==> src/shared/cfcs_defines.svh <==
`ifndef CFCS_DEFINES_SVH
`define CFCS_DEFINES_SVH

// Register word indices; the byte address is four times the index.
`define CFCS_OFF_WAVE_MODE   8'h0D
`define CFCS_OFF_ACC_MODE    8'h0F
`define CFCS_OFF_CAL_MODE    8'h3D
`define CFCS_OFF_IRQ_EN_ONE  8'hD9
`define CFCS_OFF_IRQ_EN_THR  8'hDB
`define CFCS_OFF_IRQ_ST_ONE  8'hDC
`define CFCS_OFF_IRQ_ST_THR  8'hDE
`define CFCS_OFF_WAVE1_H     8'hE2
`define CFCS_OFF_WAVE1_M     8'hE3
`define CFCS_OFF_WAVE1_L     8'hE4
`define CFCS_OFF_WAVE2_H     8'hE5
`define CFCS_OFF_WAVE2_M     8'hE6
`define CFCS_OFF_WAVE2_L     8'hE7

// Field positions.
`define CFCS_BIT_CHAN        7
`define CFCS_BIT_POLARITY    6
`define CFCS_BIT_FORCE_PH    0
`define CFCS_BIT_FORCE_NE    1
`define CFCS_BIT_FAULT       5
`define CFCS_BIT_WAVEFORM_SAMPLE_FLAG        5

// Reset values.
`define CFCS_RST_WAVE_MODE   8'h00
`define CFCS_RST_ACC_MODE    8'h00
`define CFCS_RST_CAL_MODE    8'h00
`define CFCS_RST_IRQ_EN      8'h00

// Converter codes and thresholds.
`define CFCS_SAT_POS         24'h400000
`define CFCS_SAT_NEG         24'hC00000
`define CFCS_FS_CODE         24'h28F5C2
`define CFCS_LIGHT_PERMILLE  64'h3
`define CFCS_MISMATCH_SHIFT  4
`define CFCS_VOLT_SHIFT      8

// Timing.
`define CFCS_CLK_MHZ         64'd200
`define CFCS_SAMPLE_DIV      160
`define CFCS_FAULT_AVG_MS    64'd1000
`define CFCS_FAULT_FLAG_MS   64'd3000
`define CFCS_AVG_SAMPLES     32'(`CFCS_FAULT_AVG_MS * 64'd1000 * `CFCS_CLK_MHZ / 64'd160)
`define CFCS_QUAL_WINDOWS    4'(`CFCS_FAULT_FLAG_MS / `CFCS_FAULT_AVG_MS)

`endif

==> src/shared/cfcs_pkg.sv <==
package cfcs_pkg;

	typedef struct packed {
		logic [7:0]  address;
		logic        read;
		logic        write;
		logic [31:0] writedata;
	} cfcs_av_req_t;

	typedef struct packed {
		logic [31:0] readdata;
		logic        waitrequest;
	} cfcs_av_rsp_t;

	typedef struct packed {
		logic [23:0] phase;
		logic [23:0] neutral;
		logic [23:0] volt;
	} cfcs_conv_t;

	typedef struct packed {
		logic        valid;
		logic        chan;
		logic [23:0] current;
		logic [23:0] volt;
	} cfcs_bill_t;

	typedef struct packed {
		cfcs_av_rsp_t rsp;
		cfcs_bill_t   bill;
		logic         irq;
		logic [7:0]   div_cnt;
		logic [2:0]   rate_cnt;
		logic [7:0]   wave_mode;
		logic [7:0]   acc_mode;
		logic [7:0]   cal_mode;
		logic [7:0]   en_one;
		logic [7:0]   en_three;
		logic [7:0]   st_one;
		logic [7:0]   st_three;
		logic [23:0]  live1;
		logic [23:0]  live2;
		logic [23:0]  lat1;
		logic [23:0]  lat2;
		logic [31:0]  win_cnt;
		logic [55:0]  sum_a;
		logic [55:0]  sum_b;
		logic         auto_ch;
		logic         fault;
		logic [3:0]   fault_q;
		logic [3:0]   swap_q;
		logic         win_done;
	} cfcs_state_t;

endpackage

==> src/hdl/cfcs_top.sv <==
`timescale 1ns/100ps
`include "cfcs_defines.svh"
module cfcs_top #(
	parameter int unsigned AVG_SAMPLES  = `CFCS_AVG_SAMPLES,
	parameter logic [3:0]  QUAL_WINDOWS = `CFCS_QUAL_WINDOWS
) (
	input  wire logic                   clk_sys,
	input  wire logic                   rst,
	input  wire cfcs_pkg::cfcs_av_req_t avs_req,
	output cfcs_pkg::cfcs_av_rsp_t      avs_rsp,
	input  wire cfcs_pkg::cfcs_conv_t   conv,
	output cfcs_pkg::cfcs_bill_t        bill,
	output logic                        meter_irq
);
	import cfcs_pkg::*;

	localparam logic [63:0] LIGHT_SUM =
		64'(`CFCS_FS_CODE) * `CFCS_LIGHT_PERMILLE / 64'd1000 * 64'(AVG_SAMPLES);

	cfcs_state_t s_r;
	cfcs_state_t s_nxt;
	logic        strobe;
	logic        wave_tick;
	logic        chan;
	logic [2:0]  rate_mask;
	logic [23:0] pa;
	logic [23:0] pb;
	logic [23:0] pv;
	logic [63:0] sa;
	logic [63:0] sb;
	logic [63:0] diff;
	logic [63:0] act;
	logic        fault_cond;
	logic        want_swap;
	logic        light;
	logic        win_end;
	logic [7:0]  rd;
	logic [7:0]  wd;

	function automatic logic [23:0] sat24(input logic [23:0] x);
		if ($signed(x) > $signed(`CFCS_SAT_POS))
			return `CFCS_SAT_POS;
		else if ($signed(x) < $signed(`CFCS_SAT_NEG))
			return `CFCS_SAT_NEG;
		return x;
	endfunction

	function automatic logic [55:0] abs56(input logic [23:0] x);
		return 56'(x[23] ? 24'(-x) : x);
	endfunction

	assign avs_rsp   = s_r.rsp;
	assign bill      = s_r.bill;
	assign meter_irq = s_r.irq;

	always_comb begin
		s_nxt = s_r;
		wd    = avs_req.writedata[7:0];
		rd    = 8'h00;
		// Base sample strobe at clock over 160.
		strobe = (s_r.div_cnt == 8'(`CFCS_SAMPLE_DIV - 1));
		s_nxt.div_cnt = strobe ? 8'h00 : s_r.div_cnt + 8'h01;
		pa = sat24(conv.phase);
		pb = sat24(conv.neutral);
		pv = 24'($signed(sat24(conv.volt)) >>> `CFCS_VOLT_SHIFT);
		// Forced choice only when exactly one force bit is set.
		if (s_r.cal_mode[`CFCS_BIT_FORCE_PH] && !s_r.cal_mode[`CFCS_BIT_FORCE_NE]) begin
			chan = 1'b0;
		end else if (!s_r.cal_mode[`CFCS_BIT_FORCE_PH] && s_r.cal_mode[`CFCS_BIT_FORCE_NE]) begin
			chan = 1'b1;
		end else begin
			chan = s_r.auto_ch;
		end
		// Billing feed runs on every base sample regardless of waveforms.
		s_nxt.bill.valid = strobe;
		if (strobe) begin
			s_nxt.bill.chan    = chan;
			s_nxt.bill.current = chan ? pb : pa;
			s_nxt.bill.volt    = pv;
			s_nxt.rate_cnt     = s_r.rate_cnt + 3'h1;
		end
		// Waveform decimation by 1, 2, 4 or 8.
		rate_mask = 3'((4'h1 << s_r.wave_mode[1:0]) - 4'h1);
		wave_tick = strobe && ((s_r.rate_cnt & rate_mask) == 3'h0);

		// Window sums of magnitudes for the fault comparison.
		sa         = 64'(s_r.sum_a);
		sb         = 64'(s_r.sum_b);
		diff       = (sa > sb) ? sa - sb : sb - sa;
		act        = chan ? sb : sa;
		fault_cond = (diff << `CFCS_MISMATCH_SHIFT) > act;
		if (s_r.auto_ch)
			want_swap = (sa > sb) && (((sa - sb) << `CFCS_MISMATCH_SHIFT) > sb);
		else
			want_swap = (sb > sa) && (((sb - sa) << `CFCS_MISMATCH_SHIFT) > sb);
		light = (sa < LIGHT_SUM) && (sb < LIGHT_SUM);
		// Decide on the full window sums in the same cycle as they restart.
		win_end        = strobe && (s_r.win_cnt == AVG_SAMPLES - 1);
		s_nxt.win_done = win_end;
		if (strobe) begin
			if (s_r.win_cnt == AVG_SAMPLES - 1) begin
				s_nxt.win_done = 1'b1;
				s_nxt.win_cnt  = 32'h0;
				s_nxt.sum_a    = abs56(pa);
				s_nxt.sum_b    = abs56(pb);
			end else begin
				s_nxt.win_cnt = s_r.win_cnt + 32'h1;
				s_nxt.sum_a   = s_r.sum_a + abs56(pa);
				s_nxt.sum_b   = s_r.sum_b + abs56(pb);
			end
		end

		// Bus: accept on the first edge, complete on the next.
		case (avs_req.address)
			`CFCS_OFF_WAVE_MODE:  rd = s_r.wave_mode;
			`CFCS_OFF_ACC_MODE:   rd = {chan, s_r.acc_mode[6:0]};
			`CFCS_OFF_CAL_MODE:   rd = s_r.cal_mode;
			`CFCS_OFF_IRQ_EN_ONE: rd = s_r.en_one;
			`CFCS_OFF_IRQ_EN_THR: rd = s_r.en_three;
			`CFCS_OFF_IRQ_ST_ONE: rd = s_r.st_one;
			`CFCS_OFF_IRQ_ST_THR: rd = s_r.st_three;
			`CFCS_OFF_WAVE1_H:    rd = s_r.live1[23:16];
			`CFCS_OFF_WAVE1_M:    rd = s_r.lat1[15:8];
			`CFCS_OFF_WAVE1_L:    rd = s_r.lat1[7:0];
			`CFCS_OFF_WAVE2_H:    rd = s_r.live2[23:16];
			`CFCS_OFF_WAVE2_M:    rd = s_r.lat2[15:8];
			`CFCS_OFF_WAVE2_L:    rd = s_r.lat2[7:0];
			default:              rd = 8'h00;
		endcase
		if ((avs_req.read || avs_req.write) && s_r.rsp.waitrequest) begin
			s_nxt.rsp.waitrequest = 1'b0;
			s_nxt.rsp.readdata    = avs_req.read ? {24'h0, rd} : 32'h0;
			if (avs_req.read && (avs_req.address == `CFCS_OFF_WAVE1_H ||
				avs_req.address == `CFCS_OFF_WAVE2_H)) begin
				s_nxt.lat1 = s_r.live1;
				s_nxt.lat2 = s_r.live2;
			end
		end else if (!s_r.rsp.waitrequest) begin
			s_nxt.rsp.waitrequest = 1'b1;
			s_nxt.rsp.readdata    = 32'h0;
			if (avs_req.write) begin
				case (avs_req.address)
					`CFCS_OFF_WAVE_MODE:  s_nxt.wave_mode = wd;
					`CFCS_OFF_ACC_MODE:   s_nxt.acc_mode = {1'b0, wd[6:0]};
					`CFCS_OFF_CAL_MODE:   s_nxt.cal_mode = wd;
					`CFCS_OFF_IRQ_EN_ONE: s_nxt.en_one = wd;
					`CFCS_OFF_IRQ_EN_THR: s_nxt.en_three = wd;
					`CFCS_OFF_IRQ_ST_ONE: s_nxt.st_one = s_r.st_one & ~wd;
					`CFCS_OFF_IRQ_ST_THR: s_nxt.st_three = s_r.st_three & ~wd;
					default:              s_nxt.rsp.readdata = 32'h0;
				endcase
			end
		end

		// Hardware events come after the clear so a set wins.
		if (wave_tick) begin
			s_nxt.live1 = chan ? pb : pa;
			s_nxt.live2 = pv;
			s_nxt.st_three[`CFCS_BIT_WAVEFORM_SAMPLE_FLAG] = 1'b1;
		end
		if (win_end) begin
			if (light) begin
				s_nxt.fault_q = 4'h0;
				s_nxt.swap_q  = 4'h0;
			end else begin
				if (fault_cond != s_r.fault) begin
					if (s_r.fault_q + 4'h1 >= QUAL_WINDOWS) begin
						s_nxt.fault   = fault_cond;
						s_nxt.fault_q = 4'h0;
						if (fault_cond != s_r.acc_mode[`CFCS_BIT_POLARITY])
							s_nxt.st_one[`CFCS_BIT_FAULT] = 1'b1;
					end else begin
						s_nxt.fault_q = s_r.fault_q + 4'h1;
					end
				end else begin
					s_nxt.fault_q = 4'h0;
				end
				if (want_swap) begin
					if (s_r.swap_q + 4'h1 >= QUAL_WINDOWS) begin
						s_nxt.auto_ch = !s_r.auto_ch;
						s_nxt.swap_q  = 4'h0;
						if (!s_r.acc_mode[`CFCS_BIT_POLARITY] && !s_r.auto_ch)
							s_nxt.st_one[`CFCS_BIT_FAULT] = 1'b1;
						if (s_r.acc_mode[`CFCS_BIT_POLARITY] && s_r.auto_ch)
							s_nxt.st_one[`CFCS_BIT_FAULT] = 1'b1;
					end else begin
						s_nxt.swap_q = s_r.swap_q + 4'h1;
					end
				end else begin
					s_nxt.swap_q = 4'h0;
				end
			end
		end
		s_nxt.irq = (s_nxt.st_one[`CFCS_BIT_FAULT] && s_nxt.en_one[`CFCS_BIT_FAULT]) ||
			(s_nxt.st_three[`CFCS_BIT_WAVEFORM_SAMPLE_FLAG] && s_nxt.en_three[`CFCS_BIT_WAVEFORM_SAMPLE_FLAG]);
	end

	always_ff @(posedge clk_sys) begin
		if (rst) begin
			s_r                 <= '0;
			s_r.rsp.waitrequest <= 1'b1;
			s_r.wave_mode       <= `CFCS_RST_WAVE_MODE;
			s_r.acc_mode        <= `CFCS_RST_ACC_MODE;
			s_r.cal_mode        <= `CFCS_RST_CAL_MODE;
			s_r.en_one          <= `CFCS_RST_IRQ_EN;
			s_r.en_three        <= `CFCS_RST_IRQ_EN;
			s_r.auto_ch         <= 1'b0;
		end else begin
			s_r <= s_nxt;
		end
	end

	// Checking helpers.
	logic [7:0] gap_r;
	logic       seen_r;

	always_ff @(posedge clk_sys) begin
		if (rst) begin
			gap_r  <= 8'h00;
			seen_r <= 1'b0;
		end else begin
			gap_r  <= s_r.bill.valid ? 8'h01 : gap_r + 8'h01;
			seen_r <= seen_r | s_r.bill.valid;
		end
	end
endmodule

==> config.mk <==
export PLATFORM = sky130hd
export DESIGN_NAME = cfcs_top
export DESIGN_NICKNAME = d
export VERILOG_FILES = /design/src/shared/cfcs_pkg.sv /design/src/hdl/cfcs_top.sv
export VERILOG_INCLUDE_DIRS = /design/src /design/src/shared
export SDC_FILE = /design/constraint.sdc
export NUM_CORES = 2
export LEC_CHECK = 0
export BUFFER_PORTS_ARGS = -buffer_cell sky130_fd_sc_hd__buf_4
export CORE_ASPECT_RATIO = 1.2
export CORE_UTILIZATION = 68
export CTS_BUF_LIST = sky130_fd_sc_hd__clkbuf_16
export DETAILED_ROUTE_END_ITERATION = 10
export PLACE_DENSITY = 0.87
export SYNTH_ARGS = -nofsm -noshare
export SYNTH_HDL_FRONTEND = slang
export SYNTH_SLANG_ARGS = --single-unit
==> constraint.sdc <==
create_clock -name clk_sys -period 16.24 [get_ports clk_sys]
set_input_delay 1.624 -clock clk_sys [delete_from_list [all_inputs] [get_ports clk_sys]]
set_output_delay 1.624 -clock clk_sys [all_outputs]
set_load 0.03 [all_outputs]
After elaboration in Yosys (flattened, before gate mapping)
Cells that the tools add are included.
{"block": "totals", "reg_bits": 368, "in_bits": 116, "out_inout_bits": 84, "word_cells": 166}
{"block": "op_classes", "n_addsub": 12, "n_lt_le_gt_ge": 15, "n_eq_ne": 18, "shifts": 1, "muxes": 50, "bitwise": 7, "reduce_logical": 32}
{"operator": "$mux 24", "n": 12}
{"operator": "$gt 64x56->1", "n": 3}
{"operator": "$mux 144", "n": 1}
{"operator": "$sub 56x56->57", "n": 2}
{"operator": "$add 56x24->56", "n": 2}
{"operator": "$gt 56x56->1", "n": 2}
{"operator": "$lt 56x34->1 const B", "n": 2}
{"operator": "$pmux 8 s13", "n": 1}
{"operator": "$mux 30", "n": 3}
{"operator": "$eq 8x8->1 const B", "n": 11}
{"operator": "$gt 24x24->1 const B", "n": 3}
{"operator": "$lt 24x23->1 const B", "n": 3}
{"operator": "$mux 33", "n": 2}
{"operator": "$mux 60", "n": 1}
{"operator": "$mux 56", "n": 1}
{"operator": "$neg 24->24", "n": 2}
{"operator": "$mux 8", "n": 5}
{"operator": "$reduce_and 4->1", "n": 9}
{"operator": "$add 32x1->32 const B", "n": 1}
{"operator": "$eq 32x21->1 const B", "n": 1}
{"operator": "$mux 1", "n": 19}
{"operator": "$and 8x8->8", "n": 2}
{"operator": "$eq 8x4->1 const B", "n": 2}
{"operator": "$mux 4", "n": 4}
{"operator": "other kinds (19)", "n": 41}

Logic depth before layout (Yosys ltp)
{"block": "logic_depth", "word_depth": 18, "ltp_mapped": 27}

Worst setup path before layout
Ideal clock, no wire load.
{"block": "synth_timing", "path_kind": "input -> register", "start": "input port conv[50] (netlist bit)", "end": "register s_r[109] (netlist bit)", "t_arrival_ns": 7.485, "required_time_ns": 16.112, "slack_ns": 8.628, "stages": 23, "path_cell_list": "or4_4 -> or3_1 -> or3_4 -> o31ai_2 -> o21a_1 -> clkbuf_1 -> nand2_1 -> ha_1 -> nand2_1 -> o21ai_0 -> fa_1 -> a21o_1 -> a21oi_1 -> o21ai_0 -> a2111oi_0 -> o31ai_1 -> a311o_1 -> a31o_2 -> a21oi_1 -> buf_2 -> nor3_1 -> xnor2_1 -> nor2_1"}
{"block": "synth_via", "elab_chain_cells": 8, "word_cells_on_any_way": 10, "cone_classes": "add/sub: 2; order compare: 2; mux: 6"}
{"element": "from (decl)", "line_no": "cfcs_top.sv:11", "text": "input wire cfcs_pkg::cfcs_conv_t conv,"}
{"element": "$lt 24x23->1", "line_no": "cfcs_top.sv:43", "text": "else if ($signed(x) < $signed(`CFCS_SAT_NEG))"}
{"element": "$mux 1", "line_no": "cfcs_top.sv:43"}
{"element": "$mux 1", "line_no": "cfcs_top.sv:41", "text": "if ($signed(x) > $signed(`CFCS_SAT_POS))"}
{"element": "$mux 24 *", "line_no": "cfcs_top.sv:45", "text": "return x;"}
{"element": "$neg 24->24", "line_no": "cfcs_top.sv:49", "text": "return 56'(x[23] ? 24'(-x) : x);"}
{"element": "$mux 24 *", "line_no": "cfcs_top.sv:49"}
{"element": "$add 56x24->56 *", "line_no": "cfcs_top.sv:108", "text": "s_nxt.sum_a = s_r.sum_a + abs56(pa);"}
{"element": "$mux 144 *", "line_no": "cfcs_top.sv:101", "text": "if (s_r.win_cnt == AVG_SAMPLES - 1) begin"}
{"element": "to (signal assigned)", "line_no": "cfcs_top.sv:209", "text": "s_r <= s_nxt;"}
{"element": "to (decl)", "line_no": "cfcs_top.sv:20", "text": "cfcs_state_t s_r;"}
Mark *: on every way between the ends. The rest lies on a longest branch, timed or not.
A chain may end at the register's enable or synchronous reset.

Worst setup path after layout
{"block": "layout_timing", "start": "input port conv[26] (netlist bit)", "end": "register s_r[52] (netlist bit)"}
{"block": "layout_via", "elab_chain_cells": 8, "word_cells_on_any_way": 10, "cone_classes": "add/sub: 2; order compare: 2; mux: 6"}
{"element": "$lt 24x23->1", "line_no": "cfcs_top.sv:43"}
{"element": "$mux 1", "line_no": "cfcs_top.sv:43"}
{"element": "$mux 1", "line_no": "cfcs_top.sv:41"}
{"element": "$mux 24 *", "line_no": "cfcs_top.sv:45"}
{"element": "$neg 24->24", "line_no": "cfcs_top.sv:49"}
{"element": "$mux 24 *", "line_no": "cfcs_top.sv:49"}
{"element": "$add 56x24->56 *", "line_no": "cfcs_top.sv:109", "text": "s_nxt.sum_b = s_r.sum_b + abs56(pb);"}
{"element": "$mux 144 *", "line_no": "cfcs_top.sv:101"}
Marks and branches as above.

==> impl_metrics.csv <==
group,metric,value,unit
global_route,grt_use_met3,7.756,%
worst_setup_path,r2r_setup_slack,8.73,ns
worst_setup_path,critical-path-top-delay-family,"simple AND/OR/NAND/NOR gates",
global_route,grt_max_degree,105,
worst_setup_path,critPathCaptureType,"flip-flop",
global_route,met1_usage,53.77,%
finish,fill_cells,3495,
job,drv_cap,0,
power_and_ir_drop,vdd_drop_max,82.25,uV
sta,drv_slew,0,
synthesis,syn_area,29980,um2
global_route,antenna_found_initial,1,
synthesis,synthDistinctLibCells,94,
place,dpl_worst_slack,6.771,ns
worst_setup_path,r2r_end,"meter_irq$_SDFF_PP0_",
sta,setup_slack,7.009,ns
clocking,cts_setup_buffers,0,
power_and_ir_drop,power.density,57.55,nW/um2
worst_setup_path,rr_startpoint,"s_r[68]$_SDFFE_PP0P_",
worst_setup_path,worst-endpoint-arrival,9.72,ns
clocking,cts_hold_buf,0,
worst_setup_path,cp_num_buf_inv,2,
die,die_w,193.7,um
sta,fin_crit_sh,56.84,%
clocking,clock_sink_count,344,
worst_setup_path,worstPathRequired,16.73,ns
sta,worst_slew_pin_slew,1.288,ns
worst_hold_path,hold_depth,2,
finish,drive_gt1_share,8.275,%
sta,slew-limit-headroom,13.81,%
die,ioPinCount,200,
worst_setup_path,path_max_fanout,28,
route,drc,0,
route,ant_nets,0,
global_route,grt_pass1_wl,151100,um
clocking,clock_path_buffers,3,
worst_setup_path,slowest_delay,0.88,ns
synthesis,yosys_warnings,0,
finish,final_util,74.05,%
sta,setup_viol,0,
finish,nets,4392,
sta,skew,0.02121,ns
finish,diodes,0,
clocking,path_clk_slew,0.06,ns
worst_setup_path,r2r_cells,23,
die,start_util,69.56,%
die,die_h,232.0,um
sta,hold_ws,0.4371,ns
place,place_inst,4462,
run_status,status,"complete, no violations",
place,portBuffers,151,
global_route,grt_usage,41.89,%
worst_hold_path,hold_start,"s_r[254]$_SDFFE_PP0P_",
global_route,grt-ovfl-total,0,
worst_setup_path,worstPathCellList,"buf_4 > or4_4 > or4b_4 > or4_4 > or3_4 > a21oi_4 > nand2_1 > ha_1 > nor2b_1 > nor2_1 > o21bai_1 > a21oi_2 > ha_1 > inv_1 > o22ai_1 > o21ai_1 > o21bai_1 > a221o_1 > a211oi_1 > nor3_1 > o21ai_1 > and2_1 > o21ai_0 > a21oi_1",
die,fp.dieArea,44930,um2
power_and_ir_drop,p_leak,13.45,nW
route,firstDrtPassIters,8,
route,vias_per_cell,6.728,
route,drtIter0Drc,3525,
sta,rsz0062_at_grt,"false",
synthesis,synth_flop_cell,"dfxtp_1",
sta,final.setup.tns,0,ns
clocking,clock_latency,0.58,ns
clocking,cts_max_level,2,
worst_hold_path,holdPathEnd,"s_r[254]$_SDFFE_PP0P_",
route,routed_wirelength,97610,um
finish,final_cell_mix,"a21oi_1 (454), nor2_1 (411), nand2_1 (376)",
synthesis,avgSynthCellArea,7.517,um2
route,vias,30466,
worst_hold_path,hp-class,"reg -> reg",
die,coreArea,43100,um2
clocking,cts_tree,"built",
global_route,grt_pass1_vias,27938,
synthesis,async_flop_share,0,%
synthesis,yosysSeqAreaShare,22.97,%
clocking,cts_buffers,36,
finish,syn_to_final_growth,6.457,%
worst_setup_path,crit_path_start_kind,"input port",
clocking,root_buffer,"clkbuf_16",
worst_setup_path,cp_slowest_cell,"and2_1",
synthesis,synth-edff-count,0,
worst_setup_path,critical_path_class,"in -> reg",
synthesis,postSynthCellCount,3988,
synthesis,synth-seq-cells,344,
sta,fmaxAchievable,0.1083,GHz
finish,instances_no_fill,4528,
finish,layout_commonest_cell,"a21oi_1",
die,num_rows,83,
global_route,grt_use_met2,66.97,%
place,post-dp-hpwl,75720,um
clocking,cts_resized,0,
sta,finalHoldViolations,0,
sta,final.min_clock_period,9.231,ns
route,wl_per_cell,21.56,um
global_route,gr-max-usage-layer,"met2",
place,finalWeightedCongestion,1.071,
## metrics by stage
step | area (um2) | power [W]
3_5_place_dp | 30770 | 0.001022
6_report | 31910 | 0.001836
2_1_floorplan | 30070 | 0.0009685
5_1_grt | 31910 | 0.001884
3_3_place_gp | 30770 | 0.001020
4_1_cts | 31910 | 0.001835
## cell type report
class,count,area [um2],share of cell area [%]
clock inverters,30,245.2,0.7684
well taps,552,690.7,2.164
multi-input cells,3230,21270,66.64
clock buffers,36,900.9,2.823
repair buffers,175,1318,4.128
flip-flops and latches,344,6887,21.58
inverters,161,604.3,1.894
## synth_stat cells (31+ instances only)
library cell / count / area, um2
nand4_1: 100 / 625.6
mux2i_1: 40 / 400.4
mux2_2: 54 / 608.1
nor3_1: 70 / 350.3
o21ai_0: 218 / 1091
xor2_1: 95 / 832.1
nor4_1: 47 / 294.0
ha_1: 324 / 4054
a22oi_1: 33 / 247.7
dfxtp_1: 344 / 6887
a21oi_1: 455 / 2277
inv_1: 161 / 604.3
xnor2_1: 128 / 1121
nor2_1: 414 / 1554
nand3_1: 105 / 525.5
buf_4: 84 / 630.6
clkbuf_1: 168 / 630.6
o21a_1: 31 / 232.7
nand2_1: 377 / 1415
a31oi_1: 36 / 225.2
or3_1: 44 / 275.3
a21o_1: 112 / 840.8
a211oi_1: 103 / 773.2
## metal layers
metal / part of all wire [%] / vias up
met2: 44 / 1645
met4: 5.5 / 2
li1: - / 14301
met3: 10 / 312
met1: 40 / 14206
met5: 0.013 / -
## flip-flops by register name (all words and copies together) (netlist names)
signal	count
s_r	292
meter_irq	1
avs_rsp	9
bill	42
## tightest hold or removal path, stage by stage, from the launching register on
cell and delay [ns]:
dfxtp_1 0.31, nand2_1 0.05, a21oi_1 0.03
## kinds of logic after synthesis
| group | share of synthesized area [%] |
|---|---|
| other cells | 0.01251 |
| flops | 22.97 |
| fa+ha+maj | 13.79 |
| buf+inv | 6.615 |
| compound gates | 25.62 |
| simple gates | 21.11 |
| mux | 3.364 |
| xor+xnor | 6.515 |
## power breakdown
part | leakage [nW] | internal [W] | switching [W] | total [W]
combinational | 10.1 | 0.0000538 | 0.000110 | 0.000164
sequential | 2.77 | 0.000844 | 0.00000108 | 0.000845
clock | 0.591 | 0.000457 | 0.000370 | 0.000827
## worst max-delay path by stage
stage	endpoint	slack [ns]	depth (start not counted)	from
global placement	s_r[36]$_SDFFE_PP0P_	6.82	24	conv[26]
CTS	s_r[52]$_SDFFE_PP0P_	7.27	24	conv[26]
global route	s_r[50]$_SDFFE_PP0P_	6.75	24	conv[26]
floorplan	s_r[109]$_SDFFE_PP0P_	8.63	23	conv[50]
detailed placement	s_r[66]$_SDFFE_PP0P_	6.77	24	conv[26]
finish	s_r[52]$_SDFFE_PP0P_	7.01	24	conv[26]
(Power assumes the default switching activity.)
